--- src/verilog/ppsel_defs.svh ---
// Constants for the power-state and serial-ROM loader block
`ifndef PPSEL_DEFS_SVH
`define PPSEL_DEFS_SVH
`define PPSEL_OFF_CAP      8'h40
`define PPSEL_OFF_CSR      8'h44
`define PPSEL_OFF_USER     8'h48
`define PPSEL_OFF_VENDOR   8'h00
`define PPSEL_OFF_CLASS    8'h08
`define PPSEL_OFF_SUBSYS   8'h2c
`define PPSEL_CAP_VALUE    32'h400a_0001
`define PPSEL_CSR_FLAG_BIT 15
`define PPSEL_CSR_EN_BIT   8
`define PPSEL_PS_D0        2'h0
`define PPSEL_PS_D3HOT     2'h3
`define PPSEL_REV_ID       8'h01
`define PPSEL_VENDOR_DEF   16'h1234 // Arbitrary value, names no maker
`define PPSEL_DEVICE_DEF   16'h5678 // Arbitrary value, names no part
`define PPSEL_CLASS_DEF    24'h070002
`define PPSEL_ROM_WORDS    8
`define PPSEL_ROM_OPCODE   3'h6
`define PPSEL_ROM_ADDR_W   6
`define PPSEL_LOAD_LIMIT   32'h0001_0000
`define PPSEL_SK_DIV       4
`define PPSEL_HOST_OFF_CTRL 12'h000
`define PPSEL_HOST_OFF_ADDR 12'h004
`define PPSEL_HOST_OFF_WDAT 12'h008
`define PPSEL_HOST_OFF_RDAT 12'h00c
`define PPSEL_HOST_OFF_STAT 12'h010
`endif

--- src/verilog/ppsel_pkg.sv ---
// Types shared by both ends of the power-state block
package ppsel_pkg;
    typedef enum logic [1:0] {PPSEL_D0 = 2'h0, PPSEL_D3HOT = 2'h3} ppsel_pstate_type;
endpackage
--- src/verilog/ppsel_if.sv ---
// Carrier joining the configuration host and the device
`timescale 1ns/1ns
`default_nettype none
interface ppsel_if;
    logic       cfg_req;
    logic       cfg_we;
    logic [7:0] cfg_addr;
    logic [31:0] cfg_wdata;
    logic [31:0] cfg_rdata;
    logic       cfg_ack;
    logic       mem_req;
    logic       mem_ack;
    logic       pme_n;
    logic       pci_oe;
    modport dev  (input cfg_req, cfg_we, cfg_addr, cfg_wdata, mem_req,
                  output cfg_rdata, cfg_ack, mem_ack, pme_n, pci_oe);
    modport host (output cfg_req, cfg_we, cfg_addr, cfg_wdata, mem_req,
                  input cfg_rdata, cfg_ack, mem_ack, pme_n, pci_oe);
endinterface
`default_nettype wire

--- src/verilog/ppsel_device.sv ---
// Device end: power-management registers, wake logic and serial-ROM loader
`timescale 1ns/1ns
`default_nettype none
module ppsel_device
    import ppsel_pkg::*;
(
    // Clock and reset
    input  wire logic       pclk,
    input  wire logic       presetn,
    // Host side
    ppsel_if.dev            bus,
    // Channel events
    input  wire logic [3:0] rx_pin,
    input  wire logic [15:0] modem_delta,
    input  wire logic       int_req,
    output logic            inta_n,
    output logic            func_enable,
    // Serial ROM pins
    input  wire logic       eeprom_select_pin,
    output logic            rom_cs,
    output logic            rom_sk,
    output logic            rom_di,
    input  wire logic       rom_do,
    output logic            load_done
);
`include "ppsel_defs.svh"

    typedef enum logic [4:0] {
        S_IDLE = 5'h01, S_CMD = 5'h02, S_DATA = 5'h04, S_NEXT = 5'h08, S_DONE = 5'h10
    } ppsel_ld_type;

    // Synchronisers for pins from outside the clock domain
    logic [3:0] rx_s1_reg, rx_s2_reg, rx_s3_reg;
    logic       sel_s1_reg, sel_s2_reg, do_s1_reg, do_s2_reg;
    always_ff @(posedge pclk or negedge presetn)
    begin
        if (!presetn)
        begin
            rx_s1_reg  <= 4'hf;
            rx_s2_reg  <= 4'hf;
            rx_s3_reg  <= 4'hf;
            sel_s1_reg <= 1'b0;
            sel_s2_reg <= 1'b0;
            do_s1_reg  <= 1'b0;
            do_s2_reg  <= 1'b0;
        end
        else
        begin
            rx_s1_reg  <= rx_pin;
            rx_s2_reg  <= rx_s1_reg;
            rx_s3_reg  <= rx_s2_reg;
            sel_s1_reg <= eeprom_select_pin;
            sel_s2_reg <= sel_s1_reg;
            do_s1_reg  <= rom_do;
            do_s2_reg  <= do_s1_reg;
        end
    end

    // Power state, wake flag and enable
    ppsel_pstate_type ps_reg;
    logic wake_event_flag_reg, wake_event_enable_reg, oe_hold_reg;
    wire  cfg_wr    = bus.cfg_req & bus.cfg_we;
    wire  wr_csr    = cfg_wr & (bus.cfg_addr == `PPSEL_OFF_CSR);
    wire  in_d3     = (ps_reg == PPSEL_D3HOT);
    wire  rx_start  = |(rx_s3_reg & ~rx_s2_reg);
    wire  wake_evt  = rx_start | (|modem_delta);
    wire  ps_ok     = (bus.cfg_wdata[1:0] == `PPSEL_PS_D0) ||
                      (bus.cfg_wdata[1:0] == `PPSEL_PS_D3HOT);
    wire  clr_flag  = wr_csr & bus.cfg_wdata[`PPSEL_CSR_FLAG_BIT];
    always_ff @(posedge pclk or negedge presetn)
    begin
        if (!presetn)
        begin
            ps_reg                <= PPSEL_D0;
            wake_event_flag_reg   <= 1'b0;
            wake_event_enable_reg <= 1'b0;
            oe_hold_reg           <= 1'b0;
        end
        else
        begin
            if (wr_csr && ps_ok)
                ps_reg <= ps_pstate(bus.cfg_wdata[1:0]);
            if (wr_csr)
                wake_event_enable_reg <= bus.cfg_wdata[`PPSEL_CSR_EN_BIT];
            // Set beats clear so no event is lost
            if (in_d3 && wake_evt)
                wake_event_flag_reg <= 1'b1;
            else if (clr_flag)
                wake_event_flag_reg <= 1'b0;
            oe_hold_reg <= wr_csr && ps_ok && in_d3 &&
                           (bus.cfg_wdata[1:0] == `PPSEL_PS_D0);
        end
    end

    function automatic ppsel_pstate_type ps_pstate(input logic [1:0] v);
        ps_pstate = (v == `PPSEL_PS_D3HOT) ? PPSEL_D3HOT : PPSEL_D0;
    endfunction

    // Identity fields, user word loaded only by the ROM engine
    logic [15:0] vendor_reg, device_reg, subven_reg, subsys_reg;
    logic [23:0] class_reg;
    logic [31:0] user_reg;

    // Configuration read mux
    wire [15:0] csr_lo = {wake_event_flag_reg, 6'h00, wake_event_enable_reg, 6'h00, ps_reg};
    logic [31:0] rdata_mux;
    always_comb
    begin
        unique case (bus.cfg_addr)
            `PPSEL_OFF_VENDOR: rdata_mux = {device_reg, vendor_reg};
            `PPSEL_OFF_CLASS:  rdata_mux = {class_reg, `PPSEL_REV_ID};
            `PPSEL_OFF_SUBSYS: rdata_mux = {subsys_reg, subven_reg};
            `PPSEL_OFF_CAP:    rdata_mux = `PPSEL_CAP_VALUE;
            `PPSEL_OFF_CSR:    rdata_mux = {16'h0000, csr_lo};
            `PPSEL_OFF_USER:   rdata_mux = user_reg;
            default:           rdata_mux = 32'h0000_0000;
        endcase
    end

    // Answer stage; config always claimed, memory only in D0
    always_ff @(posedge pclk or negedge presetn)
    begin
        if (!presetn)
        begin
            bus.cfg_rdata <= 32'h0000_0000;
            bus.cfg_ack   <= 1'b0;
            bus.mem_ack   <= 1'b0;
        end
        else
        begin
            bus.cfg_ack <= bus.cfg_req & ~bus.cfg_ack;
            bus.mem_ack <= bus.mem_req & ~bus.mem_ack & ~in_d3;
            if (bus.cfg_req && !bus.cfg_we)
                bus.cfg_rdata <= rdata_mux;
        end
    end

    assign bus.pme_n   = ~(in_d3 & wake_event_enable_reg & wake_event_flag_reg);
    assign bus.pci_oe  = ~oe_hold_reg;
    assign inta_n      = ~(int_req & ~in_d3);
    assign func_enable = 1'b1;  // Receive path never gated by power state

    // ROM download engine
    ppsel_ld_type st_reg;
    logic [2:0]  word_reg;
    logic [4:0]  bit_reg;
    logic [15:0] shift_reg;
    logic [8:0]  cmd_reg;
    logic [1:0]  div_reg;
    logic        sk_reg;
    logic [16:0] limit_reg;
    wire  tick    = (div_reg == 2'(`PPSEL_SK_DIV - 1));
    wire  rise    = tick & ~sk_reg;
    wire  fall    = tick & sk_reg;
    wire  timeout = (limit_reg == 17'(`PPSEL_LOAD_LIMIT - 1));
    always_ff @(posedge pclk or negedge presetn)
    begin
        if (!presetn)
        begin
            st_reg     <= S_IDLE;
            word_reg   <= 3'h0;
            bit_reg    <= 5'h00;
            shift_reg  <= 16'h0000;
            cmd_reg    <= 9'h000;
            div_reg    <= 2'h0;
            sk_reg     <= 1'b0;
            limit_reg  <= 17'h00000;
            vendor_reg <= `PPSEL_VENDOR_DEF;
            device_reg <= `PPSEL_DEVICE_DEF;
            class_reg  <= `PPSEL_CLASS_DEF;
            subven_reg <= 16'h0000;
            subsys_reg <= 16'h0000;
            user_reg   <= 32'h0000_0000;
        end
        else
        begin
            div_reg <= div_reg + 2'h1;
            if (st_reg != S_DONE)
                limit_reg <= limit_reg + 17'h00001;
            if (tick && (st_reg == S_CMD || st_reg == S_DATA))
                sk_reg <= ~sk_reg;
            unique case (st_reg)
                S_IDLE:
                    // Strap is two flops deep: hold off until it has settled
                    if (limit_reg < 17'h00002)
                        st_reg <= S_IDLE;
                    else if (sel_s2_reg)
                    begin
                        st_reg  <= S_CMD;
                        cmd_reg <= {`PPSEL_ROM_OPCODE, 6'(word_reg)};
                        bit_reg <= 5'd9;
                    end
                    else
                        st_reg <= S_DONE;
                S_CMD:
                    // Bits move on the falling clock so each is steady at the rise
                    if (fall)
                    begin
                        cmd_reg <= {cmd_reg[7:0], 1'b0};
                        bit_reg <= bit_reg - 5'h01;
                        if (bit_reg == 5'h01)
                        begin
                            st_reg  <= S_DATA;
                            bit_reg <= 5'd16;
                        end
                    end
                S_DATA:
                    if (rise)
                    begin
                        shift_reg <= {shift_reg[14:0], do_s2_reg};
                        bit_reg   <= bit_reg - 5'h01;
                        if (bit_reg == 5'h01)
                            st_reg <= S_NEXT;
                    end
                S_NEXT:
                begin
                    unique case (word_reg)
                        3'h0: vendor_reg <= shift_reg;
                        3'h1: device_reg <= shift_reg;
                        3'h2: class_reg[7:0] <= shift_reg[15:8];
                        3'h3: class_reg[23:8] <= shift_reg;
                        3'h4: subven_reg <= shift_reg;
                        3'h5: subsys_reg <= shift_reg;
                        3'h6: user_reg[15:0] <= shift_reg;
                        3'h7: user_reg[31:16] <= shift_reg;
                    endcase
                    sk_reg   <= 1'b0;
                    word_reg <= word_reg + 3'h1;
                    st_reg   <= (word_reg == 3'h7) ? S_DONE : S_IDLE;
                end
                S_DONE: st_reg <= S_DONE;
            endcase
            if (timeout)
                st_reg <= S_DONE;
        end
    end

    assign rom_cs    = (st_reg == S_CMD) | (st_reg == S_DATA);
    assign rom_sk    = sk_reg;
    assign rom_di    = cmd_reg[8] & (st_reg == S_CMD);
    assign load_done = (st_reg == S_DONE);
endmodule
`default_nettype wire

--- src/flat_wrapper.sv ---
// flat-port wrapper written by rule: the top's interface ports become plain ports
module ppsel_device_flat import ppsel_pkg::*;
  (pclk, presetn, rx_pin, modem_delta, int_req, inta_n, func_enable, eeprom_select_pin, rom_cs, rom_sk, rom_di, rom_do, load_done, bus_cfg_req, bus_cfg_we, bus_cfg_addr, bus_cfg_wdata, bus_mem_req, bus_cfg_rdata, bus_cfg_ack, bus_mem_ack, bus_pme_n, bus_pci_oe);
  ppsel_if bus_i ();
  input  wire logic pclk;
  input  wire logic presetn;
  input  wire logic [3:0] rx_pin;
  input  wire logic [15:0] modem_delta;
  input  wire logic int_req;
  output logic inta_n;
  output logic func_enable;
  input  wire logic eeprom_select_pin;
  output logic rom_cs;
  output logic rom_sk;
  output logic rom_di;
  input  wire logic rom_do;
  output logic load_done;
  input wire logic [$bits(bus_i.cfg_req)-1:0] bus_cfg_req;
  input wire logic [$bits(bus_i.cfg_we)-1:0] bus_cfg_we;
  input wire logic [$bits(bus_i.cfg_addr)-1:0] bus_cfg_addr;
  input wire logic [$bits(bus_i.cfg_wdata)-1:0] bus_cfg_wdata;
  input wire logic [$bits(bus_i.mem_req)-1:0] bus_mem_req;
  output wire logic [$bits(bus_i.cfg_rdata)-1:0] bus_cfg_rdata;
  output wire logic [$bits(bus_i.cfg_ack)-1:0] bus_cfg_ack;
  output wire logic [$bits(bus_i.mem_ack)-1:0] bus_mem_ack;
  output wire logic [$bits(bus_i.pme_n)-1:0] bus_pme_n;
  output wire logic [$bits(bus_i.pci_oe)-1:0] bus_pci_oe;
  assign bus_i.cfg_req = bus_cfg_req;
  assign bus_i.cfg_we = bus_cfg_we;
  assign bus_i.cfg_addr = bus_cfg_addr;
  assign bus_i.cfg_wdata = bus_cfg_wdata;
  assign bus_i.mem_req = bus_mem_req;
  assign bus_cfg_rdata = bus_i.cfg_rdata;
  assign bus_cfg_ack = bus_i.cfg_ack;
  assign bus_mem_ack = bus_i.mem_ack;
  assign bus_pme_n = bus_i.pme_n;
  assign bus_pci_oe = bus_i.pci_oe;
  ppsel_device u_core (.pclk(pclk), .presetn(presetn), .bus(bus_i), .rx_pin(rx_pin), .modem_delta(modem_delta), .int_req(int_req), .inta_n(inta_n), .func_enable(func_enable), .eeprom_select_pin(eeprom_select_pin), .rom_cs(rom_cs), .rom_sk(rom_sk), .rom_di(rom_di), .rom_do(rom_do), .load_done(load_done));
endmodule
--- config.mk ---
export PLATFORM = sky130hd
export DESIGN_NAME = ppsel_device_flat
export DESIGN_NICKNAME = d
export VERILOG_FILES = /design/src/verilog/ppsel_pkg.sv /design/src/verilog/ppsel_if.sv /design/src/verilog/ppsel_device.sv /design/src/flat_wrapper.sv
export VERILOG_INCLUDE_DIRS = /design/src /design/src/verilog
export SDC_FILE = /design/constraint.sdc
export NUM_CORES = 1
export LEC_CHECK = 0
export BUFFER_PORTS_ARGS = -buffer_cell sky130_fd_sc_hd__clkbuf_2
export CAP_MARGIN = 20
export CORE_UTILIZATION = 35
export DETAILED_ROUTE_END_ITERATION = 16
export HOLD_SLACK_MARGIN = 0.02
export PLACE_DENSITY = 0.51
export SLEW_MARGIN = 30
export SYNTH_ARGS = -nofsm -noshare
export SYNTH_HDL_FRONTEND = slang
export SYNTH_SLANG_ARGS = --single-unit
--- constraint.sdc ---
create_clock -name pclk -period 4 [get_ports pclk]
set_input_delay 0.2 -clock pclk [delete_from_list [all_inputs] [get_ports pclk]]
set_output_delay 0.2 -clock pclk [all_outputs]
set_load 0.1 [all_outputs]
==> flow_summary_export.csv, run 1 <==
group,metric,value,unit
detailed_routing,num_vias,6612,
setup_path,timing.rr.end,"u_core.class_reg[10]$_DFFE_PN0P_",
placed_design,port-buffer-count,80,
synth,synth-simple-area-share,8.754,%
die,die_h,172.5,um
timing,setup_slack,1.321,ns
placed_design,dp_hpwl,14990,um
setup_path,r2r-start,"u_core.st_reg[1]$_DFFE_PN0P_",
synth,syn_nets,875,
detailed_routing,vias_per_cell,5.118,
cts,clock-sinks,232,
cts,clock_path_buffers,3,
worst_hold_path,min_delay_worst_endpoint,"u_core.ps_reg[0]$_DFFE_PN0N_",
timing,worst_pin_slew,0.9216,ns
placed_design,dpl_cell_area,0.01099,mm2
cts,cts_tree,"yes",
placed_design,place_ws,1.294,ns
detailed_routing,first_iter_violations,337,
timing,max_slew_margin,38.41,%
flow_run,max-cap-violations,0,
detailed_routing,remaining_drc_errors,0,
setup_path,crit_chain,"or3_4 -> nor3b_1 -> buf_4 -> nand2_1 -> mux2_2",
synth,synth-compound-area-share,9.824,%
detailed_routing,antenna_left,0,
global_routing,antenna_found_initial,0,
die,die_w,172.5,um
synth,synth_cells,794,
setup_path,worstPathArrival,3.08,ns
setup_path,critPathLaunchType,"flip-flop",
global_routing,grt_max_degree,121,
timing,fin_crit_sh,66.96,%
setup_path,cp_max_fo,16,
synth,synthDominantCellAreaShare,49.67,%
setup_path,critPathSlowestCell,"nand2_1",
setup_path,critPathCaptureType,"flip-flop",
finish,fin_area,0.01214,mm2
timing,slew_violations,0,
global_routing,overflow,0,
pwr,p_sw_share,26.31,%
die,die_area,0.02976,mm2
global_routing,grtUsageTotal,16.50,%
cts,cts_root_buf,"clkbuf_16",
synth,synth.avg_cell_area,12.82,um2
cts,htree_num_levels,1,
synth,synthesis.area,0.01018,mm2
global_routing,grt_pass1_vias,6818,
die,io_pins,110,
synth,synth_top_family_by_area,"multiplexers",
timing,clock_skew,0.008845,ns
cts,numCtsBuffers,28,
detailed_routing,wl,24050,um
timing,setup-tns-final,0,ns
synth,yosys.area_share.adder,1.598,%
synth,ys_top_cells_by_count,"dfrtp_1, mux2_2, nand2_1",
pwr,p_sw,1572,uW
worst_hold_path,holdPathStages,3,
setup_path,rrSetupSlack,1.32,ns
worst_hold_path,worstHoldPathType,"input pin to flip-flop",
pwr,power_leakage,0.005812,uW
synth,synth_top_area_cell,"dfrtp_1",
timing,setup_violations,0,
setup_path,cp.required,4.40,ns
pwr,seq_power_share,43.3,%
global_routing,grt_pass1_wl,39110,um
timing,max_freq,0.3733,GHz
setup_path,r2r_cells,5,
detailed_routing,wire_per_inst,18.61,um
cts,cts_resized,0,
placed_design,routabilityCongestion,0.7713,
synth,synthMuxAreaShare,18.03,%
setup_path,max_stage_delay,0.56,ns
outcome,status,"complete, no violations",
synth,synth_edf_count,0,
synth,yosys_warnings,0,
cts,clock_latency,0.52,ns
pwr,powerDensity,492.2,mW/mm2
synth,ys_async_sr_fraction,100.0,%
synth,yosysMostFrequentCell,"dfrtp_1",
finish,syn_to_final_growth,19.30,%
finish,layout.nets,967,
pwr,pwr-share-clk,44.8,%
die,rows,62,
detailed_routing,dr.pass1.iters,4,
synth,ys_ff_latch,232,
timing,hold_violations,0,
worst_hold_path,min_from,"bus_cfg_wdata[1]",
pwr,combPwrFrac,11.9,%
synth,ys.flop_type,"dfrtp_1",
timing,rsz0062_at_grt,"false",
finish,drive_gt1_share,36.78,%
setup_path,path_class,"flip-flop to flip-flop",
pwr,irDropWorstVdd,0.0004310,V
finish,n_antenna_cell,0,
pwr,p_int,4403,uW
cts,clk_pin_slew_worst_paths,0.05,ns
synth,synthXorXnorAreaFrac,1.549,%
synth,yosysSeqAreaShare,57.42,%
synth,synthDistinctLibCells,64,
timing,fin_crit,2.679,ns
die,initial_utilization,35.55,%
die,coreArea,0.02863,mm2
synth,synthTopCellsByArea,"dfrtp_1, mux2_2, dfstp_2",
==> through the flow <==
stage	util (%)	hold slack, ns	power (uW)	cells
CTS	42.32	0.04935	6052	1291
global route	42.41	0.07439	6255	1292
global placement	38.40	0.2885	3321	1227
floorplan	-	-0.09559	3114	794
detailed placement	38.41	0.2895	3331	1227
finish	42.41	0.07047	5975	1292
==> critical path: cells and delay by family (launching register included) <==
family | cells | cell delay, ns
buffers and inverters | 1 | 0.25
DFF | 1 | 0.45
muxes | 1 | 0.50
and+or+nand+nor | 3 | 1.34
==> power groups by stage <==
stage | Clock, uW | Sequential [uW] | Combinational, uW
floorplan | 0 | 2640 | 474
global placement | 0 | 2630 | 694
detailed placement | 0 | 2630 | 702
CTS | 2750 | 2590 | 717
global route | 2860 | 2610 | 788
finish | 2680 | 2590 | 712
==> worst max path at each step <==
stage	slack (ns)	end	depth (start not counted)	startpoint
2_1_floorplan	1.33	u_core.limit_reg[12]$_DFFE_PN0N_	7	u_core.st_reg[0]$_DFFE_PN1P_
3_3_place_gp	1.15	u_core.user_reg[26]$_DFFE_PN0P_	5	u_core.st_reg[1]$_DFFE_PN0P_
3_5_place_dp	1.29	u_core.class_reg[10]$_DFFE_PN0P_	5	u_core.st_reg[1]$_DFFE_PN0P_
4_1_cts	1.28	u_core.class_reg[10]$_DFFE_PN0P_	5	u_core.st_reg[1]$_DFFE_PN0P_
5_1_grt	1.15	u_core.class_reg[8]$_DFFE_PN0P_	5	u_core.st_reg[1]$_DFFE_PN0P_
6_report	1.32	u_core.class_reg[10]$_DFFE_PN0P_	5	u_core.st_reg[1]$_DFFE_PN0P_
==> per-layer routing <==
layer,share of wire (%),vias up,GRT usage (%)
li1,-,3090,-
met2,46,134,26.34
met3,4.2,25,2.542
met1,49,3363,23.51
met5,0,-,0
met4,1.3,0,3.832
==> cell families (layout without fill, tap and decap cells) <==
| group | Yosys count | in the layout |
|---|---|---|
| DFF | 232 | 232 |
| and+or+nand+nor | 162 | 162 |
| muxes | 158 | 158 |
| AOI/OAI and AO/OA | 144 | 144 |
| buffers and inverters | 66 | 180 |
| xor gates and xnor gates | 18 | 18 |
| adders and majority gates | 13 | 13 |
| other | 1 | 1 |
==> repair_timing <==
| action | CTS | global route |
|---|---|---|
| endpoints found under the hold margin | 106 | 0 |
| hold buffers | 12 | 0 |
| setup endpoints to repair | 0 | 0 |
| setup buffers | 0 | 0 |
==> area by class of cell <==
cell class	count	area, um2
sequential	232	5843
clock buffer	42	844.6
clock inverter	10	153.9
timing repair buffer	107	675.6
fill	2681	16480
multi-input combinational	496	4064
inverter	21	78.83
tap	384	480.5
==> placed cells by master, fill, tap and decap left out, types with 12 or more instances in the layout <==
cell type	Yosys	layout
nor2_1	24	24
nand2_1	49	48
ha_1	13	13
a22o_1	17	17
inv_1	20	20
xnor2_1	12	12
dfstp_2	30	30
a22oi_1	26	26
o21ai_0	30	30
nand3_1	12	12
buf_4	2	13
mux2i_1	16	16
clkbuf_16	0	29
clkbuf_2	0	79
dfrtp_1	202	202
mux2_4	20	20
o22ai_1	20	20
a21oi_1	12	12
dlygate4sd3_1	0	12
mux2_2	122	122
Power figures use the tool's default switching activity.
==> inputs of run 2 (changes only) <==
Settings changed: PLACE_DENSITY 0.51 to 0.53.
Clock period 4 ns to 2.2 ns, I/O delays scaled along.
==> run 2 against run 1 <==
Effect of this change: highest routed layer unchanged; setup slack worse by 1.2 ns; final area up 2.0%; combinational power up 120%; sequential share of layout area down 0.95 points; worst hold slack worse by 0.019 ns; register-to-register slack worse by 1.2 ns; sequential power up 80%; clock power up 66%; wire length down 1.2%; clock-buffer cell count up 3; flip-flop and latch count unchanged; clock skew up 0.0078 ns.
==> flow_summary_export.csv, run 2 (synthesized netlist as in run 1, its figures left out) <==
group,metric,value,unit
cts,numCtsBuffers,27,
die,die_area,0.02976,mm2
timing,rsz0062_at_grt,"false",
setup_path,critPathCaptureType,"output pin",
finish,n_antenna_cell,0,
cts,clk_pin_slew_worst_paths,0.06,ns
timing,worst_pin_slew,0.5630,ns
placed_design,dp_hpwl,15510,um
setup_path,worstPathArrival,1.99,ns
setup_path,path_class,"flip-flop to output pin",
finish,layout.nets,1001,
detailed_routing,remaining_drc_errors,0,
timing,fin_crit_sh,95.25,%
setup_path,cp_max_fo,7,
finish,layout_common_cells,"dfrtp_1, mux2_2, clkbuf_2, nand2_1, buf_4",
die,rows,62,
die,die_w,172.5,um
pwr,combPwrFrac,14.7,%
detailed_routing,wire_per_inst,17.94,um
detailed_routing,wl,23770,um
placed_design,port-buffer-count,80,
global_routing,overflow,0,
cts,cts_tree,"yes",
die,initial_utilization,35.55,%
detailed_routing,dr.pass1.iters,5,
global_routing,grt_pass1_vias,6951,
worst_hold_path,worstHoldPathType,"input pin to flip-flop",
timing,max_slew_margin,62.47,%
finish,syn_to_final_growth,21.73,%
finish,nFillCells,2669,
global_routing,antenna_found_initial,0,
timing,slew_violations,0,
pwr,powerDensity,862.8,mW/mm2
timing,fin_crit,2.096,ns
global_routing,grt_pass1_wl,38960,um
die,die_h,172.5,um
pwr,p_sw,2879,uW
finish,final_common_cell,"dfrtp_1",
detailed_routing,first_iter_violations,339,
outcome,status,"complete, no violations",
finish,drive_gt1_share,38.79,%
timing,hold_violations,0,
detailed_routing,num_vias,6772,
timing,setup-tns-final,0,ns
global_routing,grt_max_degree,71,
global_routing,grtUsageTotal,16.21,%
cts,htree_num_levels,1,
detailed_routing,antenna_left,0,
timing,hold-worst-slack,0.05137,ns
die,io_pins,110,
pwr,p_sw_share,26.93,%
pwr,seq_power_share,43.6,%
placed_design,routabilityCongestion,0.7798,
setup_path,critPathSlowestCell,"or3_4",
pwr,pwr-share-clk,41.7,%
cts,clock_latency,0.53,ns
timing,setup_violations,0,
pwr,power_leakage,0.005944,uW
pwr,irDropWorstVdd,0.0007585,V
setup_path,cp.required,2.09,ns
cts,clock-sinks,232,
cts,clock_path_buffers,3,
setup_path,crit_chain,"or3_4 -> buf_4 -> or2_4 -> clkinv_4 -> buf_12",
timing,clock_skew,0.01669,ns
cts,cts_root_buf,"clkbuf_16",
setup_path,critPathLaunchType,"flip-flop",
setup_path,max_stage_delay,0.38,ns
flow_run,max-cap-violations,0,
pwr,p_int,7809,uW
timing,max_freq,0.4772,GHz
detailed_routing,vias_per_cell,5.111,
die,coreArea,0.02863,mm2
-- run 2: cell count changes in the layout (fill, tap and decap cells not counted), sizes merged --
cell | before | now
buf | 16 | 49
bufinv | 4 | 1
clkbuf | 121 | 122
clkinv | 6 | 3
clkinvlp | 0 | 1
dlygate4sd3 | 12 | 16
-- run 2: layout make-up --
| type | count | area, um2 | area share (%) |
|---|---|---|---|
| Clock buffer | 45 | 843.3 | 6.808 |
| Clock inverter | 5 | 61.31 | 0.4949 |
| Inverter | 21 | 87.58 | 0.7071 |
| Multi-Input combinational cell | 496 | 4074 | 32.89 |
| Sequential cell | 232 | 5844 | 47.18 |
| Tap cell | 384 | 480.5 | 3.879 |
| Timing Repair Buffer | 142 | 996.0 | 8.040 |
-- run 2: routing by layer --
metal / routed length [um] / track usage, %
met5: 0 / 0
met2: 10990 / 26.41
met3: 953 / 2.586
met1: 11410 / 22.63
met4: 410 / 3.609
-- run 2: final timing paths --
path	start	endpoint	slack (ns)	depth (start not counted)
max reg2reg	u_core.st_reg[1]$_DFFE_PN0P_	u_core.class_reg[6]$_DFFE_PN0P_	0.12	5
max in group asynchronous	presetn	u_core.vendor_reg[2]$_DFFE_PN1P_	1.26	3
min in group asynchronous	presetn	u_core.bus.cfg_rdata[14]$_DFFE_PN0P_	0.16	2
min reg2reg	u_core.sel_s1_reg$_DFF_PN0_	u_core.sel_s2_reg$_DFF_PN0_	0.35	0
max	u_core.st_reg[1]$_DFFE_PN0P_	load_done	0.10	5
min	bus_cfg_wdata[0]	u_core.oe_hold_reg$_DFF_PN0_	0.05	4
-- run 2: worst max-delay path: cells and delay by family (launching register included) --
family | cells | cell delay [ns]
DFF | 1 | 0.37
buffers and inverters | 3 | 0.41
and+or+nand+nor | 2 | 0.67
-- run 2: repair_timing --
item                                    CTS  global route
endpoints found under the hold margin   113             0
endpoints found under the setup margin    2             3
resized for setup                         2             2
buffers inserted                          0             2
hold buffers                             16             0
-- run 2: per-stage QoR --
step	power, uW	instance area, um2	instances	util [%]	setup slack [ns]
global placement	6250	11290	1257	39.46	0.1121
finish	10690	12390	1325	43.27	0.1044
CTS	10840	12370	1323	43.20	0.03586
global route	11190	12390	1325	43.27	0.01283
floorplan	5683	10190	794	-	0.07292
detailed placement	6265	11290	1257	39.46	0.1040
-- run 2: power groups by stage --
| stage | logic [uW] | registers (uW) | clock network (uW) |
|---|---|---|---|
| 2_1_floorplan | 881 | 4800 | 0 |
| 3_3_place_gp | 1520 | 4730 | 0 |
| 3_5_place_dp | 1530 | 4730 | 0 |
| 4_1_cts | 1590 | 4660 | 4590 |
| 5_1_grt | 1730 | 4700 | 4770 |
| 6_report | 1570 | 4660 | 4460 |
